**src/tmic_pkg.sv**
```systemverilog
// Contract
// - nonmaskable request highest, never masked
// - edge select bit picks falling or rising
// - mode field selects mode 0 or 1
// - system control loads 09, survives software standby
// - per-module priority bits for maskable sources
// - each source gives its own vector
// - external requests sense edge, edges or level
// - key inputs share sixth request line
// - key inputs active low, falling or level
// - requests may start the transfer controller
// - trap taken whenever executing, ignoring masks; code drops it if an interrupt is accepted in the same cycle
// - trap number 0 to 3 picks vector
// - trap sets I, UI in mode 1
// - word accesses force lowest address bit zero
// - flags clear only by written zero; code also clears on accept, transfer ack and hardware standby
// - sense code 00 low 01 fall 10 rise 11 both
// - priority bit set means level 1
`default_nettype none
package tmic_pkg;
  localparam int TMIC_ADDR_W = 16;
  localparam int TMIC_DATA_W = 8;
  localparam int TMIC_NUM_EXT = 8;
  localparam int TMIC_NUM_INT = 14;
  localparam int TMIC_NUM_SRC = 22;
  localparam int TMIC_SHARED_LINE = 6;

  localparam logic [15:0] ADDR_PRIO_A = 16'hfee8;
  localparam logic [15:0] ADDR_PRIO_B = 16'hfee9;
  localparam logic [15:0] ADDR_PRIO_C = 16'hfeea;
  localparam logic [15:0] ADDR_FLAGS = 16'hfeeb;
  localparam logic [15:0] ADDR_SENSE_HI = 16'hfeec;
  localparam logic [15:0] ADDR_SENSE_LO = 16'hfeed;
  localparam logic [15:0] ADDR_BRK_CTL = 16'hfef4;
  localparam logic [15:0] ADDR_BRK_A = 16'hfef5;
  localparam logic [15:0] ADDR_BRK_B = 16'hfef6;
  localparam logic [15:0] ADDR_BRK_C = 16'hfef7;
  localparam logic [15:0] ADDR_ENABLE = 16'hffc2;
  localparam logic [15:0] ADDR_SYSCTL = 16'hffc4;
  localparam logic [15:0] ADDR_KEY_MASK = 16'hfff1;
  localparam logic [15:0] ADDR_DTC_ROUTE = 16'hfee0;

  localparam logic [7:0] RST_ZERO = 8'h00;
  localparam logic [7:0] RST_SYSCTL = 8'h09;
  localparam logic [7:0] RST_KEY_MASK = 8'hbf;
  localparam logic [7:0] SYSCTL_WR_MASK = 8'hd7;

  localparam int SYS_MODE_HI_BIT = 5;
  localparam int SYS_MODE_LO_BIT = 4;
  localparam int SYS_NMI_EDGE_BIT = 2;
  localparam int SYS_HOST_IF_BIT = 1;

  localparam logic [1:0] SENSE_LOW = 2'h0;
  localparam logic [1:0] SENSE_FALL = 2'h1;
  localparam logic [1:0] SENSE_RISE = 2'h2;
  localparam logic [1:0] SENSE_BOTH = 2'h3;

  localparam logic [7:0] VEC_NMI = 8'h07;
  localparam logic [7:0] VEC_TRAP_BASE = 8'h08;
  localparam logic [7:0] VEC_EXT_BASE = 8'h10;

  // bit of {prio_a, prio_b, prio_c} that sets each source's level
  localparam int unsigned ICR_MAP [TMIC_NUM_SRC] = '{
    23, 22, 21, 21, 20, 20, 19, 19, 18, 17, 16,
    15, 14, 11, 10, 9, 8, 7, 6, 5, 4, 3};

  typedef enum logic [1:0] {TMIC_BYTE, TMIC_WORD, TMIC_LONG} tmic_size_e;

  typedef struct packed {
    logic [15:0] addr;
    logic [7:0] wdata;
    logic wr;
    logic rd;
  } tmic_bus_s;

  typedef struct packed {
    logic running;
    logic ccr_i;
    logic ccr_ui;
    logic [2:0] exr_level;
    logic exr_trace;
  } tmic_cpu_s;

  typedef struct packed {
    logic strobe;
    logic [7:0] vector;
    logic ccr_i;
    logic ccr_ui;
    logic [2:0] exr_level;
    logic exr_trace;
  } tmic_exc_s;
endpackage : tmic_pkg
`default_nettype wire

```
**src/tmic_top.sv**
```systemverilog
// Chosen here: the plain strobed port.
`timescale 1ns/100ps
`default_nettype none
module tmic_top
  import tmic_pkg::*;
(
  input wire logic clock,
  input wire logic rst,
  input wire logic hw_standby,
  input wire tmic_bus_s bus,
  output logic [7:0] rdata,
  input wire logic nmi_pin,
  input wire logic [7:0] external_request_lines_n,
  input wire logic [7:0] key_inputs_n,
  input wire logic [TMIC_NUM_INT-1:0] internal_req,
  input wire tmic_cpu_s cpu,
  input wire logic int_accept,
  input wire logic trap_exec,
  input wire logic [1:0] trap_num,
  output logic int_req,
  output logic [7:0] int_vector,
  input wire logic dtc_ack,
  output logic dtc_req,
  output logic [7:0] dtc_vector,
  output tmic_exc_s exc,
  input wire logic [15:0] mem_addr,
  input wire tmic_size_e mem_size,
  output logic [15:0] mem_addr_eff
);
  logic [7:0] prio_a_reg, prio_b_reg, prio_c_reg;
  logic [7:0] flags_reg, seen_reg;
  logic [7:0] sense_hi_reg, sense_lo_reg;
  logic [7:0] brk_ctl_reg, brk_a_reg, brk_b_reg, brk_c_reg;
  logic [7:0] enable_reg, sysctl_reg, key_mask_reg, dtc_route_reg;
  logic [7:0] rdata_reg;
  logic nmi_meta_reg, nmi_sync_reg, nmi_prev_reg, nmi_pend_reg;
  logic [7:0] ext_meta_reg, ext_sync_reg, key_meta_reg, key_sync_reg;
  logic [7:0] line_prev_reg;
  logic int_req_reg, sel_nmi_reg, sel_lvl_reg;
  logic [4:0] sel_idx_reg;
  logic [7:0] int_vector_reg;
  logic dtc_req_reg;
  logic [2:0] dtc_idx_reg;
  logic [7:0] dtc_vector_reg;
  tmic_exc_s exc_reg;
  logic [15:0] mem_addr_reg;

  logic wr_hit, mode1, key_low, nmi_edge;
  logic [7:0] line_n, sw_clr, acc_clr, dtc_clr, clr_mask;
  logic [15:0] sense_all;
  logic [23:0] icr_all;
  wire [7:0] ext_set;
  wire [7:0] clr_ok;

  assign wr_hit = bus.wr;
  assign mode1 = sysctl_reg[SYS_MODE_LO_BIT];
  assign sense_all = {sense_hi_reg, sense_lo_reg};
  assign icr_all = {prio_a_reg, prio_b_reg, prio_c_reg};

  // two-flop synchronisers for the nonmaskable, request and key pins
  always_ff @(posedge clock or posedge rst) begin
    if (rst) begin
      nmi_meta_reg <= 1'b1;
      nmi_sync_reg <= 1'b1;
      ext_meta_reg <= '1;
      ext_sync_reg <= '1;
      key_meta_reg <= '1;
      key_sync_reg <= '1;
    end else begin
      nmi_meta_reg <= nmi_pin;
      nmi_sync_reg <= nmi_meta_reg;
      ext_meta_reg <= external_request_lines_n;
      ext_sync_reg <= ext_meta_reg;
      key_meta_reg <= key_inputs_n;
      key_sync_reg <= key_meta_reg;
    end
  end

  // any unmasked key held low pulls the shared line low
  assign key_low = |(~key_sync_reg & ~key_mask_reg);

  always_comb begin
    line_n = ext_sync_reg;
    line_n[TMIC_SHARED_LINE] = ext_sync_reg[TMIC_SHARED_LINE]
      & ~key_low;
  end

  always_ff @(posedge clock or posedge rst) begin
    if (rst) begin
      line_prev_reg <= '1;
      nmi_prev_reg <= 1'b1;
    end else begin
      line_prev_reg <= line_n;
      nmi_prev_reg <= nmi_sync_reg;
    end
  end

  // per-line sense decode
  genvar g;
  generate
    for (g = 0; g < TMIC_NUM_EXT; g++) begin : g_sense
      logic [1:0] code;
      assign code = sense_all[2*g+1:2*g];
      assign ext_set[g] =
        (code == SENSE_LOW) ? ~line_n[g] :
        (code == SENSE_FALL) ? (line_prev_reg[g] & ~line_n[g]) :
        (code == SENSE_RISE) ? (~line_prev_reg[g] & line_n[g]) :
        (line_prev_reg[g] ^ line_n[g]);
      assign clr_ok[g] = (code != SENSE_LOW) | line_n[g];
    end
  endgenerate

  // nonmaskable edge capture
  assign nmi_edge = sysctl_reg[SYS_NMI_EDGE_BIT] ?
    (~nmi_prev_reg & nmi_sync_reg) : (nmi_prev_reg & ~nmi_sync_reg);

  always_ff @(posedge clock or posedge rst) begin
    if (rst) begin
      nmi_pend_reg <= 1'b0;
    end else begin
      nmi_pend_reg <= (nmi_pend_reg & ~(int_accept & sel_nmi_reg))
        | nmi_edge;
    end
  end

  // flag clear sources
  always_comb begin
    sw_clr = '0;
    acc_clr = '0;
    dtc_clr = '0;
    if (wr_hit && bus.addr == ADDR_FLAGS) begin
      sw_clr = ~bus.wdata & seen_reg;
    end
    if (int_accept && !sel_nmi_reg && sel_idx_reg < 5'(TMIC_NUM_EXT)) begin
      acc_clr[sel_idx_reg[2:0]] = clr_ok[sel_idx_reg[2:0]];
    end
    if (dtc_ack && dtc_req_reg) begin
      dtc_clr[dtc_idx_reg] = clr_ok[dtc_idx_reg];
    end
    clr_mask = sw_clr | acc_clr | dtc_clr;
  end

  // set wins over clear
  always_ff @(posedge clock or posedge rst) begin
    if (rst) begin
      flags_reg <= RST_ZERO;
      seen_reg <= RST_ZERO;
    end else if (hw_standby) begin
      flags_reg <= RST_ZERO;
      seen_reg <= RST_ZERO;
    end else begin
      flags_reg <= (flags_reg & ~clr_mask) | ext_set;
      if (bus.rd && bus.addr == ADDR_FLAGS) begin
        seen_reg <= flags_reg;
      end else begin
        seen_reg <= seen_reg & ~clr_mask;
      end
    end
  end

  // writable registers
  always_ff @(posedge clock or posedge rst) begin
    if (rst) begin
      prio_a_reg <= RST_ZERO;
      prio_b_reg <= RST_ZERO;
      prio_c_reg <= RST_ZERO;
      sense_hi_reg <= RST_ZERO;
      sense_lo_reg <= RST_ZERO;
      brk_ctl_reg <= RST_ZERO;
      brk_a_reg <= RST_ZERO;
      brk_b_reg <= RST_ZERO;
      brk_c_reg <= RST_ZERO;
      enable_reg <= RST_ZERO;
      sysctl_reg <= RST_SYSCTL;
      key_mask_reg <= RST_KEY_MASK;
      dtc_route_reg <= RST_ZERO;
    end else if (hw_standby) begin
      prio_a_reg <= RST_ZERO;
      prio_b_reg <= RST_ZERO;
      prio_c_reg <= RST_ZERO;
      sense_hi_reg <= RST_ZERO;
      sense_lo_reg <= RST_ZERO;
      brk_ctl_reg <= RST_ZERO;
      brk_a_reg <= RST_ZERO;
      brk_b_reg <= RST_ZERO;
      brk_c_reg <= RST_ZERO;
      enable_reg <= RST_ZERO;
      sysctl_reg <= RST_SYSCTL;
      key_mask_reg <= RST_KEY_MASK;
      dtc_route_reg <= RST_ZERO;
    end else if (wr_hit) begin
      case (bus.addr)
        ADDR_PRIO_A: prio_a_reg <= bus.wdata;
        ADDR_PRIO_B: prio_b_reg <= bus.wdata;
        ADDR_PRIO_C: prio_c_reg <= bus.wdata;
        ADDR_SENSE_HI: sense_hi_reg <= bus.wdata;
        ADDR_SENSE_LO: sense_lo_reg <= bus.wdata;
        ADDR_BRK_CTL: brk_ctl_reg <= bus.wdata;
        ADDR_BRK_A: brk_a_reg <= bus.wdata;
        ADDR_BRK_B: brk_b_reg <= bus.wdata;
        ADDR_BRK_C: brk_c_reg <= bus.wdata;
        ADDR_ENABLE: enable_reg <= bus.wdata;
        ADDR_DTC_ROUTE: dtc_route_reg <= bus.wdata;
        ADDR_SYSCTL: begin
          // upper mode bit and fixed bit are read-only
          sysctl_reg <= (bus.wdata & SYSCTL_WR_MASK)
            | (sysctl_reg & ~SYSCTL_WR_MASK);
        end
        ADDR_KEY_MASK: begin
          if (sysctl_reg[SYS_HOST_IF_BIT]) begin
            key_mask_reg <= bus.wdata;
          end
        end
        default: begin
        end
      endcase
    end
  end

  // read data, one cycle after the strobe
  always_ff @(posedge clock or posedge rst) begin
    if (rst) begin
      rdata_reg <= RST_ZERO;
    end else if (bus.rd) begin
      case (bus.addr)
        ADDR_PRIO_A: rdata_reg <= prio_a_reg;
        ADDR_PRIO_B: rdata_reg <= prio_b_reg;
        ADDR_PRIO_C: rdata_reg <= prio_c_reg;
        ADDR_FLAGS: rdata_reg <= flags_reg;
        ADDR_SENSE_HI: rdata_reg <= sense_hi_reg;
        ADDR_SENSE_LO: rdata_reg <= sense_lo_reg;
        ADDR_BRK_CTL: rdata_reg <= brk_ctl_reg;
        ADDR_BRK_A: rdata_reg <= brk_a_reg;
        ADDR_BRK_B: rdata_reg <= brk_b_reg;
        ADDR_BRK_C: rdata_reg <= brk_c_reg;
        ADDR_ENABLE: rdata_reg <= enable_reg;
        ADDR_SYSCTL: rdata_reg <= sysctl_reg;
        ADDR_DTC_ROUTE: rdata_reg <= dtc_route_reg;
        ADDR_KEY_MASK: begin
          rdata_reg <= sysctl_reg[SYS_HOST_IF_BIT] ? key_mask_reg : RST_ZERO;
        end
        default: rdata_reg <= RST_ZERO;
      endcase
    end else begin
      rdata_reg <= RST_ZERO;
    end
  end

  // pick the request to present to the cpu
  logic pick_any, pick_lvl, pick_hi;
  logic [4:0] pick_idx;
  always_comb begin
    logic req, lvl, ok;
    req = 1'b0;
    lvl = 1'b0;
    ok = 1'b0;
    pick_any = 1'b0;
    pick_lvl = 1'b0;
    pick_hi = 1'b0;
    pick_idx = '0;
    for (int i = 0; i < TMIC_NUM_SRC; i++) begin
      if (i < TMIC_NUM_EXT) begin
        req = flags_reg[i] & enable_reg[i] & ~dtc_route_reg[i];
      end else begin
        req = internal_req[i-TMIC_NUM_EXT];
      end
      lvl = icr_all[ICR_MAP[i]];
      if (!mode1) begin
        ok = ~cpu.ccr_i;
      end else begin
        ok = ~cpu.ccr_i | (~cpu.ccr_ui & lvl);
      end
      if (req && ok && lvl && !pick_hi) begin
        pick_hi = 1'b1;
        pick_any = 1'b1;
        pick_lvl = 1'b1;
        pick_idx = 5'(i);
      end else if (req && ok && !pick_any) begin
        pick_any = 1'b1;
        pick_idx = 5'(i);
      end
    end
  end

  always_ff @(posedge clock or posedge rst) begin
    if (rst) begin
      int_req_reg <= 1'b0;
      sel_nmi_reg <= 1'b0;
      sel_lvl_reg <= 1'b0;
      sel_idx_reg <= '0;
      int_vector_reg <= RST_ZERO;
    end else if (int_accept) begin
      int_req_reg <= 1'b0;
      sel_nmi_reg <= 1'b0;
    end else if (nmi_pend_reg) begin
      int_req_reg <= 1'b1;
      sel_nmi_reg <= 1'b1;
      sel_lvl_reg <= 1'b1;
      int_vector_reg <= VEC_NMI;
    end else begin
      int_req_reg <= pick_any;
      sel_nmi_reg <= 1'b0;
      sel_lvl_reg <= pick_lvl;
      sel_idx_reg <= pick_idx;
      int_vector_reg <= VEC_EXT_BASE + 8'(pick_idx);
    end
  end

  // transfer controller path for routed external requests
  logic [7:0] dtc_cand;
  logic dtc_any;
  logic [2:0] dtc_pick;
  always_comb begin
    dtc_cand = flags_reg & enable_reg & dtc_route_reg;
    dtc_any = 1'b0;
    dtc_pick = '0;
    for (int i = 0; i < TMIC_NUM_EXT; i++) begin
      if (dtc_cand[i] && !dtc_any) begin
        dtc_any = 1'b1;
        dtc_pick = 3'(i);
      end
    end
  end

  always_ff @(posedge clock or posedge rst) begin
    if (rst) begin
      dtc_req_reg <= 1'b0;
      dtc_idx_reg <= '0;
      dtc_vector_reg <= RST_ZERO;
    end else if (dtc_ack) begin
      dtc_req_reg <= 1'b0;
    end else begin
      dtc_req_reg <= dtc_any;
      dtc_idx_reg <= dtc_pick;
      dtc_vector_reg <= VEC_EXT_BASE + 8'(dtc_pick);
    end
  end

  // mask-bit update after accepted interrupt or trap
  always_ff @(posedge clock or posedge rst) begin
    if (rst) begin
      exc_reg <= '0;
    end else begin
      exc_reg.exr_level <= cpu.exr_level;
      exc_reg.exr_trace <= cpu.exr_trace;
      exc_reg.ccr_i <= 1'b1;
      if (int_accept && int_req_reg) begin
        exc_reg.strobe <= 1'b1;
        exc_reg.vector <= int_vector_reg;
        exc_reg.ccr_ui <= (mode1 & sel_lvl_reg) | cpu.ccr_ui;
      end else if (trap_exec && cpu.running) begin
        exc_reg.strobe <= 1'b1;
        exc_reg.vector <= VEC_TRAP_BASE + {6'h00, trap_num};
        exc_reg.ccr_ui <= mode1 | cpu.ccr_ui;
      end else begin
        exc_reg.strobe <= 1'b0;
        exc_reg.vector <= RST_ZERO;
        exc_reg.ccr_ui <= cpu.ccr_ui;
      end
    end
  end

  // word and longword accesses ignore the lowest address bit
  always_ff @(posedge clock or posedge rst) begin
    if (rst) begin
      mem_addr_reg <= '0;
    end else if (mem_size == TMIC_BYTE) begin
      mem_addr_reg <= mem_addr;
    end else begin
      mem_addr_reg <= {mem_addr[15:1], 1'b0};
    end
  end

  assign rdata = rdata_reg;
  assign int_req = int_req_reg;
  assign int_vector = int_vector_reg;
  assign dtc_req = dtc_req_reg;
  assign dtc_vector = dtc_vector_reg;
  assign exc = exc_reg;
  assign mem_addr_eff = mem_addr_reg;
endmodule : tmic_top
`default_nettype wire

```
**config.mk**
```make
export PLATFORM = sky130hd
export DESIGN_NAME = tmic_top
export DESIGN_NICKNAME = d
export VERILOG_FILES = /design/src/tmic_pkg.sv /design/src/tmic_top.sv
export SDC_FILE = /design/constraint.sdc
export NUM_CORES = 1
export LEC_CHECK = 0
export BUFFER_PORTS_ARGS = -buffer_cell sky130_fd_sc_hd__buf_2
export CORE_AREA = 4 4 193 139
export CTS_BUF_LIST = sky130_fd_sc_hd__clkbuf_8
export DETAILED_ROUTE_END_ITERATION = 10
export DIE_AREA = 0 0 197 143
export SLEW_MARGIN = 20
export SYNTH_ARGS = -nofsm -noshare
export SYNTH_HDL_FRONTEND = slang
export SYNTH_SLANG_ARGS = --single-unit
export TNS_END_PERCENT = 50
```
**constraint.sdc**
```tcl
create_clock -name clock -period 17.7 [get_ports clock]
set_input_delay 3.54 -clock clock [delete_from_list [all_inputs] [get_ports clock]]
set_output_delay 3.54 -clock clock [all_outputs]
set_load 0.02 [all_outputs]
```
==> results_dict.tcl <==
set metrics [dict create \
    status "finished, final reports clean" \
    routedWlPerCell_um 22.4 \
    grt_pass1_vias 9283 \
    clock-sinks 219 \
    synth_area_leaders "dfrtp_1 38%, dfstp_2 12%, nand2_1 7.8%" \
    drc 0 \
    diodes 0 \
    worstPathRequired_ns 18.11 \
    finalSetupTns_ns 0 \
    power_density_nw_per_um2 85.9 \
    crit_buf_inv 3 \
    h-tree-depth 2 \
    max_clock_freq_ghz 0.170 \
    worst_ep_arrival_time_ns 6.31 \
    post_cts_resized 0 \
    drt_iter0_markers 1267 \
    async_flop_share_pct 100 \
    cp_num_cells 9 \
    cp-start-kind "input port" \
    antenna_found_initial 0 \
    p_seq_share_pct 49.4 \
    yosys.area.top_type "dfrtp_1" \
    endpoint_kind "flip-flop" \
    final_layout_size_suffix_gt1_share_pct 21.2 \
    gr-usage-all-layers_pct 26.2 \
    cts_buffers 37 \
    skew_ns 0.0165 \
    vdd_drop_max_mv 0.0679 \
    rr_worst_depth 8 \
    synth.distinct_cells 78 \
    fin_crit_ns 5.90 \
    clockRootBuffer "clkbuf_8" \
    switching_share_pct 26.9 \
    crit_chain "buf_2 > inv_1 > nor2_1 > buf_4 > nor4_1 > a311oi_1 > o311ai_0 > a311oi_1 > nor2_1" \
    ant_nets 0 \
    cts_tree "built" \
    r2r_setup_slack_ns 14.20 \
    dp.cells 1604 \
    p_leak_nw 5.50 \
    synth_edf_count 0 \
    layout.nets 1418 \
    clkPwrFrac_pct 41.0 \
    startpoint "cpu[5]" \
    clk_path_buf_depth 3 \
    drv_cap 0 \
    vias 10100 \
    yosys_most_used_dff "dfrtp_1" \
    power.internal_mw 0.798 \
    post_cts_buffers 0 \
    grt_pass1_wl_um 57100 \
    crit_family "compound AO/OA/AOI/OAI gates" \
    final_common_cell "nand2_1" \
    grt_max_degree 82 \
    instances_no_fill 1669 \
    tightest_slew_ns 1.07 \
    slew_viol_final 0 \
    viasPerCell 6.05 \
    drt_pass1_iterations 6 \
    min_path_type "reg2reg" \
    hold_buffers 0 \
    rows 49 \
    fp.dieH_um 143 \
    p_sw_mw 0.294 \
    syn_area_um2 11100 \
    portBuffers 138 \
    wl_um 37400 \
    finalSetupViolCount 0 \
    overflow 0 \
    slowest_stage "a311oi_1" \
    final-hold-violation-count 0 \
    syn_inst 1192 \
    hpwl_um 26300 \
    clk_pin_slew_ns 0.06 \
    ys_warn_count 0 \
    reg2reg_from "flags_reg[7]" \
    cp-endpoint "sel_idx_reg[2]" \
    die_x_um 197 \
    seq_area_frac_synth_pct 50.1 \
    crit_fanout 25 \
    io_pins 147 \
    gp_congestion 0.950 \
    synth-seq-cells 219 \
    fillers 2434 \
    layout_common_cells "231 x nand2_1, 167 x dfrtp_1, 137 x buf_2, 135 x a21oi_1, 78 x nor2_1" \
    area_delta_synth_final_pct 14.8 \
    syn_avg_cell_area_um2 9.29 \
    max_slew_margin_pct 27.8 \
    cpPeakStageDelay_ns 0.53 \
    worst-setup-path-type "in2reg" \
    initial_core_util_pct 44.1 \
    largest_register_ffs 16 \
    clock_latency_ns 0.54 \
    r2r-end "int_vector[1]" \
    rsz0062_at_grt "no" \
    dieArea_um2 28200 \
    netlist.area_leader.share_pct 37.7 \
    finalCritPeriodShare_pct 33.3 \
    power_frac_comb_pct 9.6 \
    core_area_um2 25100 \
]
[synthesized netlist by cell type (all sizes together), types with 6 or more instances]
| library cell | count |
|---|---|
| nor3 | 28 |
| o211ai | 8 |
| dfstp | 52 |
| a32o | 10 |
| a31oi | 9 |
| clkbuf | 58 |
| ha | 16 |
| mux2i | 9 |
| and2 | 12 |
| nor4 | 11 |
| nand2b | 11 |
| nand3b | 9 |
| nor2b | 10 |
| a311oi | 10 |
| o22ai | 10 |
| nand3 | 69 |
| a211oi | 18 |
| and3 | 16 |
| a222oi | 6 |
| nand4 | 7 |
| a22oi | 20 |
| mux4 | 13 |
| a21oi | 136 |
| nor2 | 78 |
| dfrtp | 167 |
| and3b | 7 |
| inv | 35 |
| a22o | 7 |
| buf | 15 |
| nand2 | 231 |
| o21ai | 25 |
| a221oi | 10 |
[cell type report]
cell class / instances / area [µm²] / share of cell area [%]
inverter: 35 / 139 / 1.09
tap: 331 / 414 / 3.26
clock buffer: 45 / 619 / 4.87
multi-input combinational: 872 / 5120 / 40.3
sequential: 219 / 5550 / 43.6
timing repair buffer: 147 / 761 / 5.99
clock inverter: 20 / 106 / 0.837
[per-layer routing]
layer,vias to the layer above,global-route usage (%),routed length (µm)
li1,4531,-,-
met1,4974,42.5,17600
met2,541,35.2,15000
met3,52,6.51,4130
met4,0,5.07,620
met5,-,0,0
[power groups by stage]
| stage | clock (mW) | sequential, mW | combinational [mW] |
|---|---|---|---|
| after floorplan | 0 | 0.546 | 0.0608 |
| after global placement | 0 | 0.548 | 0.103 |
| after detailed placement | 0 | 0.548 | 0.103 |
| after CTS | 0.460 | 0.539 | 0.104 |
| after global routing | 0.486 | 0.542 | 0.115 |
| final | 0.448 | 0.539 | 0.104 |
[stage by stage]
| step | hold WS, ns | power, mW | utilization (%) | setup slack (ns) | area [µm²] |
|---|---|---|---|---|---|
| 2_1_floorplan | 0.345 | 0.606 | - | 8.25 | 11100 |
| 3_3_place_gp | 0.346 | 0.651 | 47.7 | 11.45 | 12000 |
| 3_5_place_dp | 0.347 | 0.651 | 47.7 | 11.40 | 12000 |
| 4_1_cts | 0.345 | 1.10 | 50.6 | 11.95 | 12700 |
| 5_1_grt | 0.341 | 1.14 | 50.6 | 11.62 | 12700 |
| 6_report | 0.341 | 1.09 | 50.6 | 11.80 | 12700 |
[kinds of logic after synthesis]
group                      after synthesis  share of synthesized area, %
AOI/OAI and AO/OA                      310                          18.5
adders and majority gates               16                          1.81
buffers and inverters                  108                          4.02
DFF                                    219                          50.1
muxes                                   23                          3.56
other                                    2                        0.0678
and+or+nand+nor                        514                          21.9
[worst min-delay path by stage]
| stage | from | endpoint | slack (ns) | depth (start not counted) |
|---|---|---|---|---|
| 2_1_floorplan | ext_meta_reg[0] | ext_sync_reg[0] | 0.35 | 0 |
| 5_1_grt | ext_meta_reg[6] | ext_sync_reg[6] | 0.34 | 0 |
| 6_report | ext_meta_reg[6] | ext_sync_reg[6] | 0.34 | 0 |
| 4_1_cts | ext_meta_reg[6] | ext_sync_reg[6] | 0.34 | 0 |
| 3_3_place_gp | ext_meta_reg[0] | ext_sync_reg[0] | 0.35 | 0 |
| 3_5_place_dp | key_meta_reg[2] | key_sync_reg[2] | 0.35 | 0 |
Note: power is estimated with default switching activity, not from simulation.
